===== config.mk =====
export PLATFORM = sky130hd
export DESIGN_NAME = cac_channel_xfer
export DESIGN_NICKNAME = d
export VERILOG_FILES = /design/src/rtl/cac_skid_buf.v /design/src/rtl/cac_channel_xfer.v
export VERILOG_INCLUDE_DIRS = /design/src /design/src/rtl
export SDC_FILE = /design/constraint.sdc
export NUM_CORES = 1
export LEC_CHECK = 0
export BUFFER_PORTS_ARGS = -buffer_cell sky130_fd_sc_hd__buf_2
export CORE_MARGIN = 2
export CORE_UTILIZATION = 55
export CTS_CLUSTER_SIZE = 30
export DETAILED_ROUTE_END_ITERATION = 8
export GPL_ROUTABILITY_DRIVEN = 0
export GPL_TIMING_DRIVEN = 0
export PLACE_DENSITY = 0.8
export SYNTH_ARGS = -nofsm -noshare
export SYNTH_HDL_FRONTEND = slang
export SYNTH_HIERARCHICAL = 1
export SYNTH_SLANG_ARGS = --single-unit

===== constraint.sdc =====
create_clock -name clk -period 6.22 [get_ports clk]
set_clock_uncertainty 0.2 [all_clocks]
set_input_delay 0.311 -clock clk [delete_from_list [all_inputs] [get_ports clk]]
set_output_delay 0.311 -clock clk [all_outputs]
set_load 0.03 [all_outputs]

===== src/rtl/cac_consts.vh =====
// Constants for the card adapter channel transfer block
`ifndef CAC_CONSTS_VH
`define CAC_CONSTS_VH

`define CAC_CLK_PERIOD_NS      4
`define CAC_REQ_PULSE_NS       600
`define CAC_REQ_PULSE_CYC      ((`CAC_REQ_PULSE_NS + `CAC_CLK_PERIOD_NS - 1) / `CAC_CLK_PERIOD_NS)
`define CAC_TAG_DELAY_NS       150
`define CAC_TAG_DELAY_CYC      ((`CAC_TAG_DELAY_NS + `CAC_CLK_PERIOD_NS - 1) / `CAC_CLK_PERIOD_NS)
`define CAC_T4_CYC             4
`define CAC_COLS               80
`define CAC_COL_W              7
`define CAC_PRESET_WRITE       7'h63
`define CAC_PRESET_READ        7'h4E
`define CAC_WRITE_LIMIT        7'h13
`define CAC_SEL_CHAR           3'h0
`define CAC_CNT_W              8

`endif


===== src/rtl/cac_skid_buf.v =====
// Two-entry buffer with valid and ready on both sides
`default_nettype none
module cac_skid_buf (
  input  wire        clk,
  input  wire        srst,
  input  wire        in_valid,
  output wire        in_ready,
  input  wire [11:0] in_data,
  output wire        out_valid,
  input  wire        out_ready,
  output wire [11:0] out_data
);
  reg  [11:0] mem_reg [0:1];
  reg         wr_ptr_reg;
  reg         rd_ptr_reg;
  reg  [1:0]  count_reg;

  assign in_ready  = (count_reg != 2'h2);
  assign out_valid = (count_reg != 2'h0);
  assign out_data  = mem_reg[rd_ptr_reg];

  always @(posedge clk) begin
    if (srst) begin
      wr_ptr_reg <= 1'b0;
      rd_ptr_reg <= 1'b0;
      count_reg  <= 2'h0;
      mem_reg[0] <= 12'h000;
      mem_reg[1] <= 12'h000;
    end else begin
      if (in_valid && in_ready) begin
        mem_reg[wr_ptr_reg] <= in_data;
        wr_ptr_reg          <= ~wr_ptr_reg;
      end
      if (out_valid && out_ready)
        rd_ptr_reg <= ~rd_ptr_reg;
      case ({in_valid && in_ready, out_valid && out_ready})
        2'b10:   count_reg <= count_reg + 2'h1;
        2'b01:   count_reg <= count_reg - 2'h1;
        default: count_reg <= count_reg;
      endcase
    end
  end
endmodule // cac_skid_buf
`default_nettype wire


===== src/rtl/cac_channel_xfer.v =====
// Channel-side transfer logic of the card adapter
`default_nettype none
`include "cac_consts.vh"
//
// Summary of operation
// - On poll, present address and status; if accepted, deselect and await command.
// - If stacked, deselect yet hold request in and keep blocking select in.
// - Character mode moves one byte per column; fewer than 80 columns allowed.
// - Read in character mode sets output select code 000 for converter data.
// - Service out inactive enables tag timing and sets command-in-progress until done.
// - Service out low with read-data-ready fires 600 ns pulse, then sets transfer request.
// - 150 ns after transfer request, tag enable raises service in.
// - Service out high on input gives one next-char request; data request stays clear and ready stays set.
// - Input prep shifts buffer, drops service in, decrements counter, sets data ready.
// - Input characters repeat until terminated or column counter reaches zero.
// - Punch in character mode converts bus out into buffer input.
// - First drop on output fires start-write and preset: write flag, counter 99, feed flag.
// - Punch-request pulse sets transfer request; service in rises 150 ns later.
// - Service out high on output, with the buffer entry path ready, raises overlap strobe; T4 clears transfer request.
// - Strobe end decrements counter and queues the new character for buffer load, without a buffer shift.
// - Each accepted non-zero output character increments the non-zero counter.
// - Write-in-progress flag clears after the 80th output byte.
// - Later drops only retrigger punch request; stop when terminated or 80 accepted.
// - First card is offset in the stacker when a feed command completes.
// - First phase-two pulse after card load sets the read-data-ready flag.
// - After load shifting, column counter presets to 78 and holds at zero after the 78th count.
//
module cac_channel_xfer (
  input  wire        clk,
  input  wire        srst,
  input  wire        poll_active,
  input  wire        status_accepted,
  input  wire        status_stacked,
  input  wire        status_suppressed,
  input  wire        status_pending_set,
  input  wire [7:0]  device_address,
  input  wire [7:0]  device_status,
  input  wire        select_read,
  input  wire        select_punch,
  input  wire        card_image,
  input  wire        feed_command,
  input  wire        terminate,
  input  wire        load_phase_two,
  input  wire        load_done,
  input  wire        service_out,
  input  wire [7:0]  bus_out,
  input  wire [11:0] buffer_head,
  input  wire        buffer_ready,
  output wire        request_in,
  output wire        select_in_block,
  output reg  [7:0]  bus_in,
  output wire        service_in,
  output reg  [2:0]  output_select,
  output wire        cmd_in_progress_flag,
  output wire        xfer_request_flag,
  output wire        write_in_progress_flag,
  output wire        feed_inhibit_flag,
  output wire        service_overlap_strobe,
  output wire        next_char_request,
  output wire        service_exchange_active,
  output reg         buffer_shift,
  output wire        buffer_load_valid,
  output wire [11:0] buffer_load_data,
  output reg  [`CAC_COL_W-1:0] column_count,
  output reg  [`CAC_CNT_W-1:0] nonzero_count,
  output reg         stacker_offset,
  output wire        xfer_done
);
  // ----------------------------------------
  // Functions
  // ----------------------------------------
  function [11:0] char_to_card;
    input [7:0] ch;
    begin
      char_to_card = {ch[7:4], 4'h0, ch[3:0]};
    end
  endfunction

  function [7:0] card_to_char;
    input [11:0] cc;
    begin
      card_to_char = {cc[11:8], cc[3:0]};
    end
  endfunction

  localparam [3:0] ST_IDLE  = 4'h1;
  localparam [3:0] ST_PULSE = 4'h2;
  localparam [3:0] ST_TAG   = 4'h4;
  localparam [3:0] ST_WAIT  = 4'h8;
  localparam integer REQ_CYC_I = `CAC_REQ_PULSE_CYC;
  localparam integer TAG_CYC_I = `CAC_TAG_DELAY_CYC;
  localparam integer T4_CYC_I  = `CAC_T4_CYC;
  localparam [7:0]   REQ_CYC   = REQ_CYC_I[7:0];
  localparam [7:0]   TAG_CYC   = TAG_CYC_I[7:0];
  localparam [7:0]   T4_CYC    = T4_CYC_I[7:0];

  reg  [3:0] state_reg;
  reg  [7:0] timer_reg;
  reg        req_pend_reg;
  reg        stacked_reg;
  reg        poll_seen_reg;
  reg        cmd_reg;
  reg        xfer_reg;
  reg        tag_reg;
  reg        write_reg;
  reg        feed_reg;
  reg        rdr_reg;
  reg        data_req_reg;
  reg        ndr_reg;
  reg        service_overlap_strobe_reg;
  reg        svo_prev_reg;
  reg        first_reg;
  reg  [6:0] accepted_reg;
  reg        buf_valid_reg;
  reg [11:0] buf_data_reg;
  wire       buf_in_ready;
  wire       svo_fall;
  wire       svo_rise;
  wire       col_zero;

  assign svo_fall                = svo_prev_reg && !service_out;
  assign svo_rise                = !svo_prev_reg && service_out;
  assign col_zero                = (column_count == 7'h00);
  assign request_in              = req_pend_reg;
  assign select_in_block         = req_pend_reg;
  assign service_in              = tag_reg;
  assign cmd_in_progress_flag    = cmd_reg;
  assign xfer_request_flag       = xfer_reg;
  assign write_in_progress_flag  = write_reg;
  assign feed_inhibit_flag       = feed_reg;
  assign service_overlap_strobe  = service_overlap_strobe_reg;
  assign next_char_request       = ndr_reg;
  assign service_exchange_active = xfer_reg && service_out;
  assign xfer_done               = cmd_reg && (terminate || (select_read && col_zero &&
                                   !xfer_reg) || (select_punch && !write_reg && !first_reg));

  // ----------------------------------------
  // Buffer entry path
  // ----------------------------------------
  cac_skid_buf u_buf (
    .clk       (clk),
    .srst      (srst),
    .in_valid  (buf_valid_reg),
    .in_ready  (buf_in_ready),
    .in_data   (buf_data_reg),
    .out_valid (buffer_load_valid),
    .out_ready (buffer_ready),
    .out_data  (buffer_load_data)
  );

  // ----------------------------------------
  // Poll and status
  // ----------------------------------------
  always @(posedge clk) begin
    if (srst) begin
      req_pend_reg  <= 1'b0;
      stacked_reg   <= 1'b0;
      poll_seen_reg <= 1'b0;
      bus_in        <= 8'h00;
    end else begin
      poll_seen_reg <= poll_active;
      if (poll_active && !poll_seen_reg)
        bus_in <= device_address;
      else if (poll_active)
        bus_in <= device_status;
      else if (cmd_reg && select_read && !card_image)
        bus_in <= card_to_char(buffer_head);
      if (status_pending_set || (poll_active && status_stacked)) begin
        req_pend_reg <= 1'b1;
        stacked_reg  <= status_stacked;
      end else if (poll_active && (status_accepted || status_suppressed)) begin
        req_pend_reg <= 1'b0;
        stacked_reg  <= 1'b0;
      end
    end
  end

  // ----------------------------------------
  // Transfer sequencer
  // ----------------------------------------
  always @(posedge clk) begin
    if (srst) begin
      state_reg      <= ST_IDLE;
      timer_reg      <= 8'h00;
      cmd_reg        <= 1'b0;
      xfer_reg       <= 1'b0;
      tag_reg        <= 1'b0;
      write_reg      <= 1'b0;
      feed_reg       <= 1'b0;
      rdr_reg        <= 1'b0;
      data_req_reg   <= 1'b0;
      ndr_reg        <= 1'b0;
      service_overlap_strobe_reg       <= 1'b0;
      svo_prev_reg   <= 1'b1;
      first_reg      <= 1'b1;
      accepted_reg   <= 7'h00;
      column_count   <= `CAC_PRESET_READ;
      nonzero_count  <= 8'h00;
      output_select  <= `CAC_SEL_CHAR;
      buffer_shift   <= 1'b0;
      buf_valid_reg  <= 1'b0;
      buf_data_reg   <= 12'h000;
      stacker_offset <= 1'b0;
    end else begin
      svo_prev_reg <= service_out;
      buffer_shift <= 1'b0;
      ndr_reg      <= 1'b0;
      if (buf_in_ready)
        buf_valid_reg <= 1'b0;
      if (load_phase_two)
        rdr_reg <= 1'b1;
      if (load_done)
        column_count <= `CAC_PRESET_READ;
      if (select_read && !card_image && !cmd_reg)
        output_select <= `CAC_SEL_CHAR;
      if (svo_fall && (select_read || select_punch))
        cmd_reg <= 1'b1;
      if (!select_punch)
        first_reg <= 1'b1;
      if (svo_fall && select_punch && first_reg) begin
        first_reg    <= 1'b0;
        write_reg    <= 1'b1;
        feed_reg     <= 1'b1;
        column_count <= `CAC_PRESET_WRITE;
        accepted_reg <= 7'h00;
      end
      if (xfer_done) begin
        cmd_reg        <= 1'b0;
        stacker_offset <= feed_command;
      end
      case (state_reg)
        ST_IDLE: begin
          if (svo_fall && select_read && !card_image && rdr_reg && !col_zero &&
              !terminate) begin
            state_reg <= ST_PULSE;
            timer_reg <= REQ_CYC;
          end else if (svo_fall && select_punch && !card_image &&
                       (write_reg || first_reg) && !terminate) begin
            xfer_reg  <= 1'b1;
            state_reg <= ST_TAG;
            timer_reg <= TAG_CYC;
          end
        end
        ST_PULSE: begin
          if (timer_reg == 8'h01) begin
            xfer_reg  <= cmd_reg;
            state_reg <= cmd_reg ? ST_TAG : ST_IDLE;
            timer_reg <= TAG_CYC;
          end else begin
            timer_reg <= timer_reg - 8'h01;
          end
        end
        ST_TAG: begin
          if (timer_reg == 8'h01) begin
            tag_reg   <= 1'b1;
            state_reg <= ST_WAIT;
          end else begin
            timer_reg <= timer_reg - 8'h01;
          end
        end
        ST_WAIT: begin
          if (svo_rise && select_read) begin
            data_req_reg <= 1'b1;
            ndr_reg      <= 1'b1;
            rdr_reg      <= 1'b0;
            buffer_shift <= 1'b1;
            xfer_reg     <= 1'b0;
            tag_reg      <= 1'b0;
            column_count <= col_zero ? column_count : column_count - 7'h01;
            rdr_reg      <= 1'b1;
            data_req_reg <= 1'b0;
            state_reg    <= ST_IDLE;
          end else if (svo_rise && select_punch && buf_in_ready) begin
            service_overlap_strobe_reg  <= 1'b1;
            timer_reg <= T4_CYC;
            buf_data_reg <= char_to_card(bus_out);
          end else if (service_overlap_strobe_reg) begin
            if (timer_reg == 8'h01) begin
              service_overlap_strobe_reg      <= 1'b0;
              xfer_reg      <= 1'b0;
              tag_reg       <= 1'b0;
              state_reg     <= ST_IDLE;
              column_count  <= column_count - 7'h01;
              buf_valid_reg <= 1'b1;
              if (bus_out != 8'h00)
                nonzero_count <= nonzero_count + 8'h01;
              accepted_reg  <= accepted_reg + 7'h01;
              if (accepted_reg == 7'h4F)
                write_reg <= 1'b0;
            end else begin
              timer_reg <= timer_reg - 8'h01;
            end
          end
        end
        default: state_reg <= ST_IDLE;
      endcase
    end
  end
endmodule // cac_channel_xfer
`default_nettype wire


---- Word-level counts from Yosys, hierarchy flattened ----
Memories as Yosys holds them, arrays and structs flattened. A register that Yosys moved wholly into a read port is not among the register bits.
Cells that the tools add are included.
operators by class
  reductions and logical operators ........ 63
  multipliers ............................. 0
  magnitude comparators ................... 0
  $add $sub $neg .......................... 6
  bitwise gates (word level) .............. 5
  multiplexer cells ....................... 80
  divide/modulo/power cells ............... 0
  equal/unequal tests ..................... 21
  shift operators ......................... 0
operator list
  kind                 count
  $mux 7               14
  $mux 8               11
  $mux 1               41
  $mux 4               8
  $pmux 8 s4           1
  $logic_and 1x1->1    29
  $ne 3x3->1 const B   6
  $pmux 4 s4           1
  $ne 2x2->1 const B   6
  $reduce_and 6->1     2
  $logic_not 1->1      9
  $add 8x1->8 const B  1
  $eq 8x1->1 const B   1
  $reduce_bool 2->1    4
  $reduce_bool 8->1    1
  $reduce_or 8->1      1
  $sub 8x1->8 const B  1
  $add 7x1->7 const B  1
  $eq 7x7->1 const B   1
  $logic_not 7->1      1
  $reduce_and 7->1     1
  $sub 7x1->7 const B  1
  $logic_or 1x1->1     6
  $reduce_bool 3->1    2
  other kinds (20)     25
storage, ports and cells
  memories kept ........................... 1
  output and inout port bits .............. 52
  word-level logic and storage cells ...... 200
  bits of input ports ..................... 52
  bits in latches ......................... 0
  flip-flop bits (word level) ............. 68
  memory bits (read-only) ................. 0
  RAM bits ................................ 16
memories
  name           depth  bits a word  read ports  clocked after Yosys merged registers in  write ports  line               RTL
  u_buf.mem_reg  2      8            1           1                                        2            cac_skid_buf.v:13  reg [11:0] mem_reg [0:1];

---- Longest topological paths before layout ----
Gate-level depths: netlist of the first run.
  word-level depth ........................ 11
  mapped depth ............................ 9
  mapped depth without buffers ............ 9

---- Cells and area by module ----
The synthesis of the first run kept the hierarchy.
modules (own cells, without submodules)
  module            times used  cells an instance  sequential area each (µm²)  area an instance (µm²)
  cac_channel_xfer  1           426                1281.2                      3548.4
  cac_skid_buf      1           102                820.8                       1283.7

---- Worst setup path before layout of the first run ----
OpenSTA, ideal clock, no wires.
  path kind ............................... register to register
  start ................................... reg column_count[0]
  end ..................................... reg stacker_offset
  required time ........................... 5.892 ns
  cell stages (with the launch flop) ...... 8
  period minus slack after synthesis ...... 2.854 ns
  setup time .............................. 0.128 ns
  buffers on the path ..................... 0
  path slack .............................. 3.366 ns
  arrival ................................. 2.527 ns
  cells stage by stage .................... dfxtp_1 > inv_1 > ha_1 > nor4b_1 > nand4b_1 > a21boi_0 > mux2i_1 > nor2_1
on the way
  word-level cells in the longest chain between the ends .. 6
ends and longest elaborated chain
  element                          line                    RTL
  from (decl)                      cac_channel_xfer.v:64   output reg [`CAC_COL_W-1:0] column_count,
  from (signal assigned)           cac_channel_xfer.v:197  column_count <= `CAC_PRESET_READ;
  from (signal assigned)           cac_channel_xfer.v:213  column_count <= `CAC_PRESET_READ;
  from (signal assigned)           cac_channel_xfer.v:224  column_count <= `CAC_PRESET_WRITE;
  $logic_not 7->1                  cac_channel_xfer.v:123  assign col_zero = (column_count == 7'h00);
  $logic_and 1x1->1 (2 in series)  cac_channel_xfer.v:134  assign xfer_done = cmd_reg && (terminate || (select_read && col_zero &&
  $logic_or 1x1->1                 cac_channel_xfer.v:134
  $logic_or 1x1->1                 cac_channel_xfer.v:135  !xfer_reg) || (select_punch && !write_reg && !first_reg));
  $logic_and 1x1->1                cac_channel_xfer.v:134
  net xfer_done                    cac_channel_xfer.v:67   output wire xfer_done
  to (signal assigned)             cac_channel_xfer.v:229  stacker_offset <= feed_command;
  to (decl)                        cac_channel_xfer.v:66   output reg stacker_offset,
The timed path passes the listed nets, and every way through them passes these cells.
A chain may end at the register's enable or synchronous reset.

---- Final worst setup path of the first run ----
  start ................................... reg column_count[0]
  end ..................................... out xfer_done
on the way
  word-level cells in the longest chain between the ends .. 6
ends and longest elaborated chain
  element                          line
  $logic_not 7->1                  cac_channel_xfer.v:123
  $logic_and 1x1->1 (2 in series)  cac_channel_xfer.v:134
  $logic_or 1x1->1                 cac_channel_xfer.v:134
  $logic_or 1x1->1                 cac_channel_xfer.v:135
  $logic_and 1x1->1                cac_channel_xfer.v:134
  to (decl)                        cac_channel_xfer.v:67
Every way passes these cells.

==> impl_metrics.toml, run 1 <==
[outcome]
status = "finished, final reports clean"

[drt]
wl_per_cell_microns = 16.04
antenna_left = 0
firstDrtPassIters = 4
vias_per_cell = 5.830
drt-total-wl_microns = 12160
drc = 0
vias = 4419
drtIter0Drc = 249

[timing]
finalHoldViolCount = 0
fin_crit_sh = 0.5435
tightest_slew_ps = 975.9
relSlewSlack = 0.3403
max_freq_ghz = 0.2958
rsz0062_at_grt = "false"
setup_tns_ps = 0
setup_violations = 0
drv_slew = 0
min_period_ps = 3381
layout_setup_ws_ps = 2839

[place]
io_buffers = 95
placed_cell_area_sq_um = 5465
dp_hpwl_microns = 9041
dp_slack_ps = 3296

[grt]
grt-ovfl-total = 0
antenna_found_initial = 0
grt_pass1_wl_microns = 19750
grt_pass1_vias = 4125
track_usage = 0.2520
grt_max_degree = 19

[final_layout]
nNetsFinal = 705
multi_input_area_sq_um = 2517
syn_to_final_growth_pct = 18.13
largest_register_ffs = 24
fin_area_sq_um = 5708
fill_cells = 737
register_area_sq_um = 2102
diodes = 0
drive_gt1_frac = 0.2462
final_core_util = 0.6610

[logic_synthesis]
post-synth-top-count-cell = "nor2_1"
yosys_warnings = 6
synthTopCellsByArea = "dfxtp_1 (29%), edfxtp_1 (15%), nor2_1 (6.4%)"
async_reset_ff_frac = 0
syn_avg_cell_area_sq_um = 9.152
syn_area_sq_um = 4832
synth_area_leader_cell = "dfxtp_1"
netlist.area_leader.share = 0.2859
synth_commonest_cells = "nor2_1 (83), dfxtp_1 (69), a21oi_1 (34)"
ys_seq_elements = 93
synth_edf_count = 24
syn_inst = 528
synthFlopType = "dfxtp_1"
ys_seq_area_frac = 0.4350
yosys.cell_types.count = 74

[critical_path]
crit_slowest_cell = "nor4b_1"
crit_buf_inv = 2
critical_path_required_ps = 5710
critPathTopFamily = "simple AND/OR/NAND/NOR gates"
crit_path_cell_trace = "inv_1 -> ha_1 -> nor4b_1 -> nand4b_1 -> a21boi_0 -> buf_2"
setup.worst_path.end_class = "output port"
crit_type = "flip-flop to output port"
rrSetupSlack_ps = 3310
cp_slowest_stage_delay_ps = 740
startpoint_type = "flip-flop"
cp_max_fo = 5
cp.arrival_ps = 2870

[clock_tree]
clk_path_buf_depth = 2
clkTransAtPathRegs_ps = 110
ctsRootBufferMaster = "clkbuf_8"
h-tree-depth = 3
post_cts_buffers = 0
cts_tree = "built"
cts_buffers = 9
insertion_delay_ps = 370
clock_sinks = 93

[floorplan]
initial_core_util = 0.5595
fp.dieH_microns = 97.73
rows = 34
ios = 104
die_x_microns = 97.73
core_area_sq_um = 8636
die-area_sq_um = 9551

[min_path]
hp-class = "input port to flip-flop"

[pwr]
leakagePower_nw = 2.228
powerDensity_nw_per_um2 = 214.3
finalPower_w = 0.001223
peakVddDrop_uv = 133.5

[job]
cap_viol_max_count = 0
==> stage by stage <==
stage	std cells	hold slack, ps
after floorplan	534	217.6
after global placement	737	264.9
after detailed placement	737	270.0
after CTS	757	2.970
after global routing	758	13.58
final	758	4.771
==> final timing paths <==
check                  start          endpoint  cells after the start
max reg2reg     timer_reg[1]      state_reg[0]                      8
max          column_count[0]         xfer_done                      6
min reg2reg  accepted_reg[1]   accepted_reg[1]                      2
min               bus_out[7]  buf_data_reg[11]                      3
==> kinds of logic (layout without fill, tap and decap cells) <==
group | after synthesis | count (layout) | share of synthesized area
flip-flops | 93 | 93 | 0.4350
buffers and inverters | 45 | 161 | 0.04867
other | 1 | 7 | 0.0007761
multiplexers | 30 | 30 | 0.06525
AO/OA/AOI/OAI | 118 | 118 | 0.1662
AND/OR/NAND/NOR | 225 | 225 | 0.2488
XOR/XNOR | 8 | 8 | 0.01450
adder cells (fa/ha/maj) | 8 | 8 | 0.02072
==> area by class of cell <==
cell class | instances | share of cell area
clock inverters | 7 | 0.01206
clock buffers | 9 | 0.02170
repair buffers | 100 | 0.09206
inverters | 13 | 0.008549
multi-input cells | 396 | 0.4410
well taps | 108 | 0.02367
plain buffers | 32 | 0.03266
flip-flops and latches | 93 | 0.3683
==> power by group <==
group	leakage (nW)	internal (W)	switching [W]
combinational	1.33	0.0000673	0.000112
clock	0.0911	0.000155	0.000241
sequential	0.809	0.000637	0.0000117
total	2.23	0.000859	0.000364
==> timing repair <==
action	4_1_cts	5_1_grt
hold endpoints to repair	3	1
setup endpoints to repair	0	0
hold buffers	4	1
resized for setup	0	0
==> worst reg2reg max path: cells and delay by family, from the launching register on <==
| kind | cells | cell delay, ps |
|---|---|---|
| compound gates | 3 | 770 |
| simple gates | 2 | 820 |
| fa+ha+maj | 1 | 360 |
| buf+inv | 2 | 340 |
| flops | 1 | 360 |
==> layer usage <==
layer  wire length [microns]  track usage  up-vias
li1                        -            -     2155
met1                    5251       0.3283     2121
met2                    6136       0.4276      120
met3                     544      0.04653       23
met4                     225      0.08013        0
met5                       0            0        -
==> cell usage in the layout (no fill, tap or decap), drive strengths merged, types with 5 or more instances in the layout <==
cell type / synthesis / routed
nand4: 6 / 6
and3: 5 / 5
nand2: 30 / 30
dlygate4sd3: 0 / 5
nand2b: 22 / 22
or3: 6 / 6
conb: 1 / 7
xnor2: 5 / 5
dfxtp: 69 / 69
nor2: 85 / 85
a311oi: 7 / 7
a21oi: 34 / 34
edfxtp: 24 / 24
nor3: 11 / 11
nand3: 21 / 21
a211oi: 13 / 13
buf: 16 / 111
o21ai: 17 / 17
clkbuf: 16 / 25
ha: 8 / 8
mux2: 12 / 12
mux2i: 18 / 18
a31oi: 9 / 9
inv: 12 / 15
No activity file was read; power rests on OpenSTA's default activity.
==> run 2, diff against run 1 <==
- CORE_UTILIZATION: 55 -> 50
- PLACE_DENSITY: 0.8 -> 0.77
- clock period: 6.22 -> 3 ns (I/O delays scaled with it)
==> run 2 against run 1 <==
  * Routed wire length increased by 2.2%
  * Critical path depth unchanged
  * Non-clock buffer count increased by 15
  * Critical endpoint unchanged
  * Sequential share of layout area decreased by 1.2 points
  * Register-to-register slack got worse by 3100 ps
  * Highest routed layer unchanged
  * Clock power increased by 110%
  * Cell area increased by 3.4%
  * Largest power group unchanged
  * First-iteration DRC count increased by 29%
  * Via count increased by 2.1%
==> impl_metrics.toml, run 2 (synthesis gave the netlist of run 1 again) <==
[outcome]
status = "finished, final reports clean"

[final_layout]
fill_cells = 787
final_common_cell = "buf_2"
nNetsFinal = 720
drive_gt1_frac = 0.2436
fin_area_sq_um = 5901
layout_common_cells = "buf_2 (99), nor2_1 (83), dfxtp_1 (69), a21oi_1 (34), nand2_1 (30)"
multi_input_area_sq_um = 2527
syn_to_final_growth_pct = 22.11
register_area_sq_um = 2102
largest_register_ffs = 24
diodes = 0

[clock_tree]
post_cts_buffers = 0
h-tree-depth = 3
cts_tree = "built"
insertion_delay_ps = 370
clock_sinks = 93
cts_buffers = 9
ctsRootBufferMaster = "clkbuf_8"
clk_path_buf_depth = 2
clkTransAtPathRegs_ps = 100

[critical_path]
crit_path_cell_trace = "inv_1 -> ha_1 -> nor4b_2 -> nand4b_1 -> a21boi_0 -> buf_2"
critPathTopFamily = "simple AND/OR/NAND/NOR gates"
setup.worst_path.end_class = "output port"
crit_buf_inv = 2
cp_max_fo = 5
crit_slowest_cell = "a21boi_0"
cp_slowest_stage_delay_ps = 580
rrSetupSlack_ps = 190
cp.arrival_ps = 2480
startpoint_type = "flip-flop"
critical_path_required_ps = 2650
crit_type = "flip-flop to output port"

[pwr]
leakagePower_nw = 2.297
peakVddDrop_uv = 231.6
finalPower_w = 0.002580
powerDensity_nw_per_um2 = 437.2

[timing]
drv_slew = 0
relSlewSlack = 0.2792
fin_crit_sh = 0.9435
min_period_ps = 2831
setup_tns_ps = 0
setup_violations = 0
rsz0062_at_grt = "false"
max_freq_ghz = 0.3533
layout_setup_ws_ps = 169.4
hold_ws_ps = 7.303
finalHoldViolCount = 0
tightest_slew_ps = 1066

[drt]
dr_wl_met3_microns = 531
vias_per_cell = 5.680
drt-total-wl_microns = 12420
firstDrtPassIters = 5
drtIter0Drc = 320
wl_per_cell_microns = 15.64
met1Wirelength_microns = 5277
vias = 4510
topRoutingLayerUsed = "met4"
drc = 0
dr_wl_met2_microns = 6329
antenna_left = 0

[place]
dp_hpwl_microns = 8933
placed_cell_area_sq_um = 5492
dp_slack_ps = 190.0
io_buffers = 95

[grt]
antenna_found_initial = 0
grt-ovfl-total = 0
track_usage = 0.2381
grt_pass1_wl_microns = 19780
grt_pass1_vias = 4217
grt_max_degree = 20

[floorplan]
fp.dieH_microns = 102.3
die_x_microns = 102.3
die-area_sq_um = 10470
initial_core_util = 0.5180
rows = 35
ios = 104
core_area_sq_um = 9328

[job]
cap_viol_max_count = 0

[min_path]
hp-class = "input port to flip-flop"
==> run 2: cell count changes in the layout (fill, tap and decap cells not counted) <==
cell and change:
a2111oi_0 -1, a2111oi_1 +1, clkinv_4 +1, clkinvlp_4 -1, dlygate4sd3_1 +15, ha_1 -1, ha_2 +1, inv_6 -2
inv_8 +2, nor4b_1 -1, nor4b_2 +1
==> run 2: cell type report <==
class,count,area share
Timing Repair Buffer,115,0.1145
Clock buffer,9,0.02099
Multi-Input combinational cell,396,0.4283
Clock inverter,7,0.01272
Buffer,32,0.03159
Tap cell,129,0.02735
Sequential cell,93,0.3562
Inverter,13,0.008270
==> run 2: worst paths after layout <==
check	to	cells after the start	startpoint
worst min register to register	nonzero_count[7]	2	nonzero_count[7]
worst max-delay path	xfer_done	6	column_count[0]
worst max register to register	timer_reg[0]	9	timer_reg[1]
worst min-delay path	bus_in[3]	5	buffer_head[3]
==> run 2: where the power goes <==
| part | internal [W] | total, W | switching (W) | leakage (nW) |
|---|---|---|---|---|
| clock network | 0.000329 | 0.000845 | 0.000517 | 0.0981 |
| logic | 0.000153 | 0.000389 | 0.000236 | 1.39 |
| registers | 0.00132 | 0.00134 | 0.0000248 | 0.809 |
| total | 0.00180 | 0.00258 | 0.000778 | 2.30 |
==> run 2: worst reg2reg max path, cell delays in order, from the launching register on <==
cell and delay (ps):
dfxtp_1 360, inv_1 130, ha_2 300, or3b_2 480, nor2_1 320, inv_1 220, ha_1 320, nor2_1 100
a21oi_1 50, a211oi_1 250
==> run 2: repair_timing <==
action / in CTS / in global routing
hold buffers: 20 / 0
gates cloned: 0 / 0
gates resized for setup: 1 / 2
endpoints found under the setup margin: 1 / 3
endpoints found under the hold margin: 19 / 0
==> run 2: metrics by stage <==
step                        util  std cells
after floorplan                -        534
after global placement    0.5887        758
after detailed placement  0.5887        758
after CTS                 0.6322        794
after global routing      0.6326        794
final                     0.6326        794
==> run 2: per-layer routing <==
metal | GRT usage | vias up
met4 | 0.09641 | 0
li1 | - | 2173
met1 | 0.3026 | 2139
met3 | 0.03010 | 33
met5 | 0 | -
met2 | 0.4109 | 165
